<file path="src/imlg_consts.svh">
// offsets, field positions, reset values for the mask level gate
`ifndef IMLG_CONSTS_SVH
`define IMLG_CONSTS_SVH
`define IMLG_CTRL_OFS       4'h0
`define IMLG_STATUS_OFS     4'h1
`define IMLG_IMASK_OFS      4'h2
`define IMLG_SEL_OFS        4'h3
`define IMLG_LEVEL_BASE     4'h8
`define IMLG_GDIS_BIT       0
`define IMLG_LOWER_BIT      1
`define IMLG_UPPER_BIT      2
`define IMLG_EVT_ACC_BIT    0
`define IMLG_EVT_HELD_BIT   1
`define IMLG_GDIS_RST       1'h1
`define IMLG_MCTL_RST       1'h0
`define IMLG_LEVEL_RST      2'h0
`define IMLG_EVT_RST        2'h0
`define IMLG_VEC_NMI        0
`define IMLG_VEC_BRK        1
`define IMLG_VEC_SRC0       2
`define IMLG_LVL_PASS_HI    2'h2
`endif

</file>
<file path="src/imlg_pkg.sv">
// shared types of the mask level gate
package imlg_pkg;
    typedef logic [1:0] mask_level_t;
    typedef logic [1:0] evt_t;
    typedef logic [7:0] reg_data_t;
    typedef logic [3:0] reg_addr_t;
endpackage : imlg_pkg

</file>
<file path="src/interrupt_mask_level_gate.sv">
// mask level gate and fixed priority selector for maskable interrupts
//
// Chosen here: the plain strobed port and the register offsets.
`timescale 1ns/1ps
`include "imlg_consts.svh"
module interrupt_mask_level_gate
    import imlg_pkg::*;
#(
    parameter int NUM_SRC = 16,
    parameter int VEC_W   = $clog2(NUM_SRC + 2)
)
(
    input  wire logic                   clk_sys,
    input  wire logic                   rst,
    input  wire reg_addr_t              reg_addr,
    input  wire reg_data_t              reg_wdata,
    input  wire logic                   reg_wr,
    input  wire logic                   reg_rd,
    output reg_data_t                   reg_rdata,
    input  wire logic [NUM_SRC-1:0]     src_req,
    input  wire logic                   nmi_req,
    input  wire logic                   brk_req,
    input  wire logic                   core_ack,
    output logic                        int_req,
    output logic      [VEC_W-1:0]       int_vec,
    output logic                        irq
);
    //------------------------------------------------------------
    // state
    //------------------------------------------------------------
    typedef struct packed
    {
        logic                gdis;
        logic                upper;
        logic                lower;
        logic [NUM_SRC-1:0]  pend;
        logic                nmi_pend;
        logic                brk_pend;
        evt_t                status;
        evt_t                imask;
        logic                valid;
        logic [VEC_W-1:0]    vec;
        mask_level_t         sel_lvl;
        reg_data_t           rdata;
        logic                irq;
    } gate_state_t;

    gate_state_t             state_ff;
    gate_state_t             nxt_state;
    logic [2*NUM_SRC-1:0]    levels;
    logic [NUM_SRC-1:0]      pass;
    logic [NUM_SRC-1:0]      clr_src;
    logic                    lvl_wr;
    logic [3:0]              lvl_idx;
    evt_t                    evt;

    if (NUM_SRC % 4 != 0 || NUM_SRC < 8 || NUM_SRC > 32)
    begin : g_chk
        $error("NUM_SRC must be a multiple of 4 from 8 to 32");
    end

    //------------------------------------------------------------
    // level registers
    //------------------------------------------------------------
    assign lvl_idx = reg_addr - `IMLG_LEVEL_BASE;
    assign lvl_wr  = reg_wr && reg_addr >= `IMLG_LEVEL_BASE
                     && int'(lvl_idx) < NUM_SRC / 4;

    source_mask_level_regs #(
        .NUM_SRC (NUM_SRC)
    ) u_levels (
        .clk_sys (clk_sys),
        .rst     (rst),
        .wr_en   (lvl_wr),
        .wr_idx  (lvl_idx[2:0]),
        .wr_data (reg_wdata),
        .levels  (levels)
    );

    //------------------------------------------------------------
    // next state
    //------------------------------------------------------------
    always_comb
    begin
        nxt_state = state_ff;
        clr_src   = '0;
        pass      = '0;
        evt       = '0;
        if (reg_wr && reg_addr == `IMLG_CTRL_OFS)
        begin
            nxt_state.gdis  = reg_wdata[`IMLG_GDIS_BIT];
            nxt_state.lower = reg_wdata[`IMLG_LOWER_BIT];
            nxt_state.upper = reg_wdata[`IMLG_UPPER_BIT];
        end
        else if (reg_wr && reg_addr == `IMLG_IMASK_OFS)
        begin
            nxt_state.imask = reg_wdata[1:0];
        end
        // core takes the presented vector; its pending bit drops
        if (core_ack && state_ff.valid)
        begin
            evt[`IMLG_EVT_ACC_BIT] = 1'b1;
            if (int'(state_ff.vec) == `IMLG_VEC_NMI)
            begin
                nxt_state.nmi_pend = 1'b0;
            end
            else if (int'(state_ff.vec) == `IMLG_VEC_BRK)
            begin
                nxt_state.brk_pend = 1'b0;
            end
            else
            begin
                clr_src[int'(state_ff.vec) - `IMLG_VEC_SRC0] = 1'b1;
            end
        end
        // new requests win over a clear in the same cycle
        nxt_state.pend     = (state_ff.pend & ~clr_src) | src_req;
        nxt_state.nmi_pend = nxt_state.nmi_pend | nmi_req;
        nxt_state.brk_pend = nxt_state.brk_pend | brk_req;
        for (int i = 0; i < NUM_SRC; i++)
        begin
            if (nxt_state.gdis)
            begin
                pass[i] = 1'b0;
            end
            else if (nxt_state.upper)
            begin
                pass[i] = levels[2*i +: 2] >= `IMLG_LVL_PASS_HI;
            end
            else if (nxt_state.lower)
            begin
                pass[i] = levels[2*i +: 2] != 2'h0;
            end
            else
            begin
                pass[i] = 1'b1;
            end
        end
        evt[`IMLG_EVT_HELD_BIT] = |(src_req & ~state_ff.pend & ~pass);
        // lowest vector wins; levels play no part here
        nxt_state.valid   = 1'b0;
        nxt_state.vec     = '0;
        nxt_state.sel_lvl = 2'h0;
        for (int i = NUM_SRC - 1; i >= 0; i--)
        begin
            if (nxt_state.pend[i] && pass[i])
            begin
                nxt_state.valid   = 1'b1;
                nxt_state.vec     = VEC_W'(i + `IMLG_VEC_SRC0);
                nxt_state.sel_lvl = levels[2*i +: 2];
            end
        end
        if (nxt_state.brk_pend)
        begin
            nxt_state.valid   = 1'b1;
            nxt_state.vec     = VEC_W'(`IMLG_VEC_BRK);
            nxt_state.sel_lvl = 2'h0;
        end
        if (nxt_state.nmi_pend)
        begin
            nxt_state.valid   = 1'b1;
            nxt_state.vec     = VEC_W'(`IMLG_VEC_NMI);
            nxt_state.sel_lvl = 2'h0;
        end
        // write one clears, a new event in the same cycle stays set
        if (reg_wr && reg_addr == `IMLG_STATUS_OFS)
        begin
            nxt_state.status = state_ff.status & ~reg_wdata[1:0];
        end
        nxt_state.status = nxt_state.status | evt;
        nxt_state.irq    = |(nxt_state.status & nxt_state.imask);
        nxt_state.rdata  = 8'h00;
        if (reg_rd)
        begin
            if (reg_addr == `IMLG_CTRL_OFS)
            begin
                nxt_state.rdata = {5'h00, state_ff.upper, state_ff.lower,
                                   state_ff.gdis};
            end
            else if (reg_addr == `IMLG_STATUS_OFS)
            begin
                nxt_state.rdata = {6'h00, state_ff.status};
            end
            else if (reg_addr == `IMLG_IMASK_OFS)
            begin
                nxt_state.rdata = {6'h00, state_ff.imask};
            end
            else if (reg_addr == `IMLG_SEL_OFS)
            begin
                nxt_state.rdata = {state_ff.valid, 2'h0,
                                   5'(state_ff.vec)};
            end
            else if (reg_addr >= `IMLG_LEVEL_BASE
                     && int'(lvl_idx) < NUM_SRC / 4)
            begin
                nxt_state.rdata = levels[int'(lvl_idx) * 8 +: 8];
            end
        end
    end

    always_ff @(posedge clk_sys)
    begin
        if (rst)
        begin
            state_ff          <= '0;
            state_ff.gdis     <= `IMLG_GDIS_RST;
            state_ff.upper    <= `IMLG_MCTL_RST;
            state_ff.lower    <= `IMLG_MCTL_RST;
            state_ff.status   <= `IMLG_EVT_RST;
            state_ff.imask    <= `IMLG_EVT_RST;
        end
        else
        begin
            state_ff <= nxt_state;
        end
    end

    assign reg_rdata = state_ff.rdata;
    assign int_req   = state_ff.valid;
    assign int_vec   = state_ff.vec;
    assign irq       = state_ff.irq;

    //------------------------------------------------------------
    // checks
    //------------------------------------------------------------
    logic [NUM_SRC-1:0] below_pend;
    logic [NUM_SRC-1:0] keep_pend;

    always_comb
    begin
        below_pend = '0;
        for (int i = 0; i < NUM_SRC; i++)
        begin
            if (i + `IMLG_VEC_SRC0 < int'(state_ff.vec))
            begin
                below_pend[i] = state_ff.pend[i];
            end
        end
    end
    assign keep_pend = state_ff.pend & ~clr_src;

    property p_gdis_holds;
        @(posedge clk_sys) disable iff (rst)
        (state_ff.gdis && state_ff.valid) |-> int'(state_ff.vec) < 2;
    endproperty
    a_gdis_holds: assert property (p_gdis_holds)
        else $error("maskable request passed with global disable set");

    property p_upper_gate;
        @(posedge clk_sys) disable iff (rst)
        (!state_ff.gdis && state_ff.upper && state_ff.valid
         && int'(state_ff.vec) >= 2) |-> state_ff.sel_lvl >= 2'h2;
    endproperty
    a_upper_gate: assert property (p_upper_gate)
        else $error("level below two passed with upper bit set");

    property p_lower_gate;
        @(posedge clk_sys) disable iff (rst)
        (!state_ff.gdis && !state_ff.upper && state_ff.lower
         && state_ff.valid && int'(state_ff.vec) >= 2)
        |-> state_ff.sel_lvl != 2'h0;
    endproperty
    a_lower_gate: assert property (p_lower_gate)
        else $error("level zero passed with lower bit set");

    property p_open_gate;
        @(posedge clk_sys) disable iff (rst)
        (!state_ff.gdis && !state_ff.upper && !state_ff.lower
         && state_ff.pend != '0) |-> state_ff.valid;
    endproperty
    a_open_gate: assert property (p_open_gate)
        else $error("pending request not presented with gate open");

    property p_nmi_first;
        @(posedge clk_sys) disable iff (rst)
        state_ff.nmi_pend |-> state_ff.valid && state_ff.vec == '0;
    endproperty
    a_nmi_first: assert property (p_nmi_first)
        else $error("nmi pending but not presented");

    property p_brk_bypass;
        @(posedge clk_sys) disable iff (rst)
        (state_ff.brk_pend && !state_ff.nmi_pend && state_ff.gdis)
        |-> state_ff.valid && int'(state_ff.vec) == 1;
    endproperty
    a_brk_bypass: assert property (p_brk_bypass)
        else $error("address break gated by disable flag");

    property p_lowest_wins;
        @(posedge clk_sys) disable iff (rst)
        (state_ff.valid && !state_ff.gdis && !state_ff.upper
         && !state_ff.lower) |-> below_pend == '0;
    endproperty
    a_lowest_wins: assert property (p_lowest_wins)
        else $error("higher vector chosen over a lower pending one");

    property p_pend_kept;
        @(posedge clk_sys) disable iff (rst)
        1'b1 |=> (state_ff.pend & $past(keep_pend)) == $past(keep_pend);
    endproperty
    a_pend_kept: assert property (p_pend_kept)
        else $error("pending request lost without acceptance");

    c_accept: cover property (@(posedge clk_sys) disable iff (rst)
        state_ff.valid && core_ack && int'(state_ff.vec) >= 2);
    c_held_release: cover property (@(posedge clk_sys) disable iff (rst)
        state_ff.gdis && state_ff.pend != '0 ##1 !state_ff.gdis);
    c_nmi: cover property (@(posedge clk_sys) disable iff (rst)
        state_ff.nmi_pend && core_ack);
    c_irq: cover property (@(posedge clk_sys) disable iff (rst)
        state_ff.irq);
endmodule : interrupt_mask_level_gate

</file>
<file path="src/source_mask_level_regs.sv">
// per-source two-bit mask level registers, four sources per byte
`timescale 1ns/1ps
`include "imlg_consts.svh"
module source_mask_level_regs
    import imlg_pkg::*;
#(
    parameter int NUM_SRC = 16
)
(
    input  wire logic                   clk_sys,
    input  wire logic                   rst,
    input  wire logic                   wr_en,
    input  wire logic [2:0]             wr_idx,
    input  wire reg_data_t              wr_data,
    output logic      [2*NUM_SRC-1:0]   levels
);
    typedef struct packed
    {
        logic [2*NUM_SRC-1:0] lvl;
    } lvl_state_t;

    lvl_state_t lvl_ff;
    lvl_state_t nxt_lvl;

    if (NUM_SRC % 4 != 0 || NUM_SRC < 8 || NUM_SRC > 32)
    begin : g_chk
        $error("NUM_SRC must be a multiple of 4 from 8 to 32");
    end

    always_comb
    begin
        nxt_lvl = lvl_ff;
        if (wr_en)
        begin
            nxt_lvl.lvl[int'(wr_idx) * 8 +: 8] = wr_data;
        end
    end

    always_ff @(posedge clk_sys)
    begin
        if (rst)
        begin
            lvl_ff.lvl <= {NUM_SRC{`IMLG_LEVEL_RST}};
        end
        else
        begin
            lvl_ff <= nxt_lvl;
        end
    end

    assign levels = lvl_ff.lvl;
endmodule : source_mask_level_regs

</file>
<file path="config.mk">
export PLATFORM = sky130hd
export DESIGN_NAME = interrupt_mask_level_gate
export DESIGN_NICKNAME = d
export VERILOG_FILES = /design/src/imlg_pkg.sv /design/src/interrupt_mask_level_gate.sv /design/src/source_mask_level_regs.sv
export VERILOG_INCLUDE_DIRS = /design/src /design/src/src
export SDC_FILE = /design/constraint.sdc
export NUM_CORES = 1
export LEC_CHECK = 0
export BUFFER_PORTS_ARGS = -buffer_cell sky130_fd_sc_hd__clkbuf_2
export CORE_MARGIN = 5
export CORE_UTILIZATION = 40
export DETAILED_ROUTE_END_ITERATION = 8
export SLEW_MARGIN = 30
export SYNTH_ARGS = -nofsm -noshare
export SYNTH_HDL_FRONTEND = slang
export SYNTH_SLANG_ARGS = --single-unit
</file>
<file path="constraint.sdc">
create_clock -name clk_sys -period 4.45 [get_ports clk_sys]
set_input_delay 0.89 -clock clk_sys [delete_from_list [all_inputs] [get_ports clk_sys]]
set_output_delay 0.89 -clock clk_sys [all_outputs]
set_load 0.01 [all_outputs]
</file>
==> metrics.md <==
| Metric | Value |
|---|---|
| WP data required | 4.70 ns |
| Worst-skew pair later-pin latency | about 0.35 ns |
| Multi-input combinational cell area | approximately 0.0024 mm^2 |
| Drt first-iter violations | ~280 |
| CTS clk-pin slew, worst paths | 0.08 ns |
| M3 GR Usage | 3.75% |
| Number of global-route vias before repair | approximately 3,400 |
| Max clock buf depth | 2 |
| Placed instance count | 622 |
| Post-Synth Adder-Cell Area | ~1.8% |
| DIE HEIGHT | about 110 um |
| Row count | 37 |
| Cell area after synthesis | 0.00414 mm^2 |
| Largest area contributor in the netlist | dfxtp_1 |
| RSZ-0062 raised after global routing | false |
| Simple-gate share of the synthesized area | 21.2% |
| Via density | 5.56 |
| Ranking of synthesized cells by area | dfxtp_1 (35%), mux2i_1 (8.5%), nor2_1 (6.3%) |
| Compound-cell area share of the yosys netlist | about a fifth |
| Syn Nets | 503 |
| First-pass GRT wire length | approximately 19,000 um |
| Arrival @ worst endpoint | 3.77 ns |
| Setup tns final | 0 ns |
| Antenna Violating Nets Remaining | 0 |
| Minimum clock period | 3.52 ns |
| Post-detail-place hpwl | around 9000 um |
| Run status | complete, no violations |
| Post-synthesis sequential area ratio | a little over a third |
| Final Hold Viols | 0 |
| Worst Skew | 0.00835 ns |
| Gate count after technology mapping | 462 |
| Reg-to-Reg Start | int_vec[1] |
| Sink Count | 72 |
| Crit Path Class | in -> reg |
| Largest family of logic cells by synthesized area | simple AND/OR/NAND/NOR gates |
| Final Max Tran Viols | 0 |
| Initial antenna violation count | 0 |
| R2r endpoint | int_vec[0] |
| Ratio of final minimum period to clock period | 79.1% |
| CTS tree | done |
| Diodes inserted | 0 |
| Grt peak-use layer | met2 |
| Final WL | between 10,000 and 15,000 um |
| Least-Margin Pin Slew | 0.753 ns |
| Area grow syn2layout | 11.4% |
| Peak VDD IR | 167 uV |
| CP Launch Type | input port |
| Area of the die | roughly 0.012 mm^2 |
| Total CTS buffers | 9 |
| H-tree levels | 3 |
| # port buffers | 49 |
| Nets@finish | 538 |
| Die Span X | around 110 um |
| Final Setup Violations | 0 |
| Global route overflow | 0 |
| Met2 usage | approximately 29% |
| Yosys warning count | 0 |
| Register area | 0.00144 mm^2 |
| Post CTS Setup Buffer Count | 0 |
| Core Area | between 0.01 and 0.015 mm^2 |
| Power density over cell area | 294 mW/mm^2 |
| Worst hold path depth | 2 |
| Multiplexer share of the synthesized area | 14.1% |
| Primary FF master, synth | dfxtp_1 |
| Largest net degree at the start of global routing | 60 |
| Initial Utilization | 40.5% |
| Async SR Flop Fraction | 0% |
| Residual DRC count | 0 |
| Synth Area in XOR/XNOR | 0.211% |
| Crit path max fanout | 11 |
| CTS root buf | clkbuf_8 |
| Yosys top cell area share | approximately a third |
| Max-slew headroom | 49.7% |
| I/O pins | 50 |
| Worst reg2reg path depth | 9 |
| Hold path endpoint | state_ff[33] |
| Min-delay worst type | reg -> reg |
| Max cap viols | 0 |
| EDFF count, synth | 0 |
| Layout Cells excl Fill | around 640 |
| Distinct cells, synth | 70 |
| Flop2flop setup slack | 1.25 ns |
| Hold_buf cts | 0 |
| Flops & latches, synth | 72 |
| Hold Crit Start | state_ff[33] |
| Post-CTS Resized | 0 |
| Share of layout cells above drive strength 1 | 21.3% |
| Via Count | 3,546 |
| Aggregate global-route resource usage | between 10% and 20% |
| Max Fclk | 284 MHz |
| Placer congestion estimate | 0.955 |
| Leakage | 0.00188 uW |
| Met1 Use GR | 26.3% |
| DR WL/cell | roughly 18 um |
| Mapped Avg Cell Area | 8.97 um^2 |
| Crit path from | reg_addr[0] |
| # fillers | 1,017 |
| DR pass1 iterations | 4 |
| Critical Path End Type | flop |
[critical path: stages]
cell and delay, ns:
clkbuf_2 0.10, inv_1 0.10, ha_1 0.31, and4bb_1 0.54
mux2i_1 0.28, buf_4 0.23, o221ai_1 0.25, a311oi_1 0.54
nor2_1 0.12, and4b_1 0.26, and3_1 0.14
[registers in the layout (all words and copies together) (netlist names)]
name / cells
int_req: 1
int_vec: 5
irq: 1
reg_rdata: 8
state_ff: 25
u_levels.levels: 32
[where the power goes]
part / switching [uW] / internal, uW
Sequential: 13.3 / 661
Combinational: 94.6 / 62.4
Clock: 252 / 274
Total: 360 / 997
[cells in the final DEF, fill, tap and decap left out, types with 5 or more instances in the layout]
| cell type | instances |
|---|---|
| nor3b_1 | 5 |
| o21ai_0 | 14 |
| nand3b_1 | 6 |
| mux2i_1 | 35 |
| clkbuf_8 | 10 |
| nor2b_1 | 13 |
| ha_1 | 6 |
| inv_1 | 25 |
| nand2_1 | 16 |
| buf_4 | 9 |
| dfxtp_1 | 72 |
| nor2_1 | 69 |
| a21oi_1 | 25 |
| clkbuf_2 | 49 |
| nand3_1 | 8 |
| nor3_1 | 9 |
| or2_2 | 6 |
| nand2b_1 | 10 |
| mux4_2 | 8 |
[synth_stat cells (3+ instances only)]
master    count
o32ai_1       3
mux2i_1      35
nor2b_1      13
ha_1          6
o21a_1        4
o211ai_1      4
nor2_1       69
nand2b_1     10
a221oi_2      4
and3_1        4
buf_4        17
nor4_1        4
a211oi_1      4
o221ai_2      3
clkbuf_1     13
a21o_1        3
a21oi_1      25
or2_2         6
inv_1        25
a32o_1        4
o31ai_1       3
nand3_1       8
nor3_1        9
nand4b_1      3
o21ai_0      14
or3_1         3
mux4_2        8
nor3b_1       5
nand2_1      16
nand3b_1      6
dfxtp_1      72
a211oi_2      3
[how the worst max path moves through the flow]
stage            endpoint  slack (ns)  cells past startpoint
2_1_floorplan  int_vec[4]        0.94                     12
3_3_place_gp   int_vec[4]        0.64                     11
3_5_place_dp   int_vec[4]        0.60                     11
4_1_cts        int_vec[4]        0.97                     11
5_1_grt        int_vec[4]        0.76                     11
6_report       int_vec[4]        0.93                     11
[per-layer routing]
layer | wire length [um] | share of wire [%]
met5 | 0 | 0
met4 | 202 | 1.7
met3 | 714 | 6.1
met2 | 5140 | 44
met1 | 5560 | 48
[layout make-up]
cell class              instances  share of cell area [%]
multi-input cells             331                    52.0
flip-flops and latches         72                    31.2
repair buffers                 58                    6.78
well taps                     136                    3.69
clock buffers                  11                    3.06
inverters                      25                    2.03
clock inverters                 5                    1.22
[cells by family after synthesis]
kind of cell,count (synthesis)
AO/OA/AOI/OAI,108
XOR/XNOR,1
adder cells (fa/ha/maj),6
buffers and inverters,59
flip-flops,72
multiplexers,47
AND/OR/NAND/NOR,169
[through the flow]
step | utilization (%) | total power [uW] | instance area [um^2] | worst slack, ns | hold slack [ns]
after floorplan | - | 790 | 4140 | 0.938 | 0.452
after global placement | 43.2 | 845 | 4420 | 0.636 | 0.499
after CTS | 45.1 | 1370 | 4620 | 0.967 | 0.517
after detailed placement | 43.2 | 845 | 4420 | 0.596 | 0.505
after global routing | 45.1 | 1410 | 4620 | 0.758 | 0.526
final | 45.1 | 1360 | 4620 | 0.932 | 0.519
(Power assumes the default switching activity.)
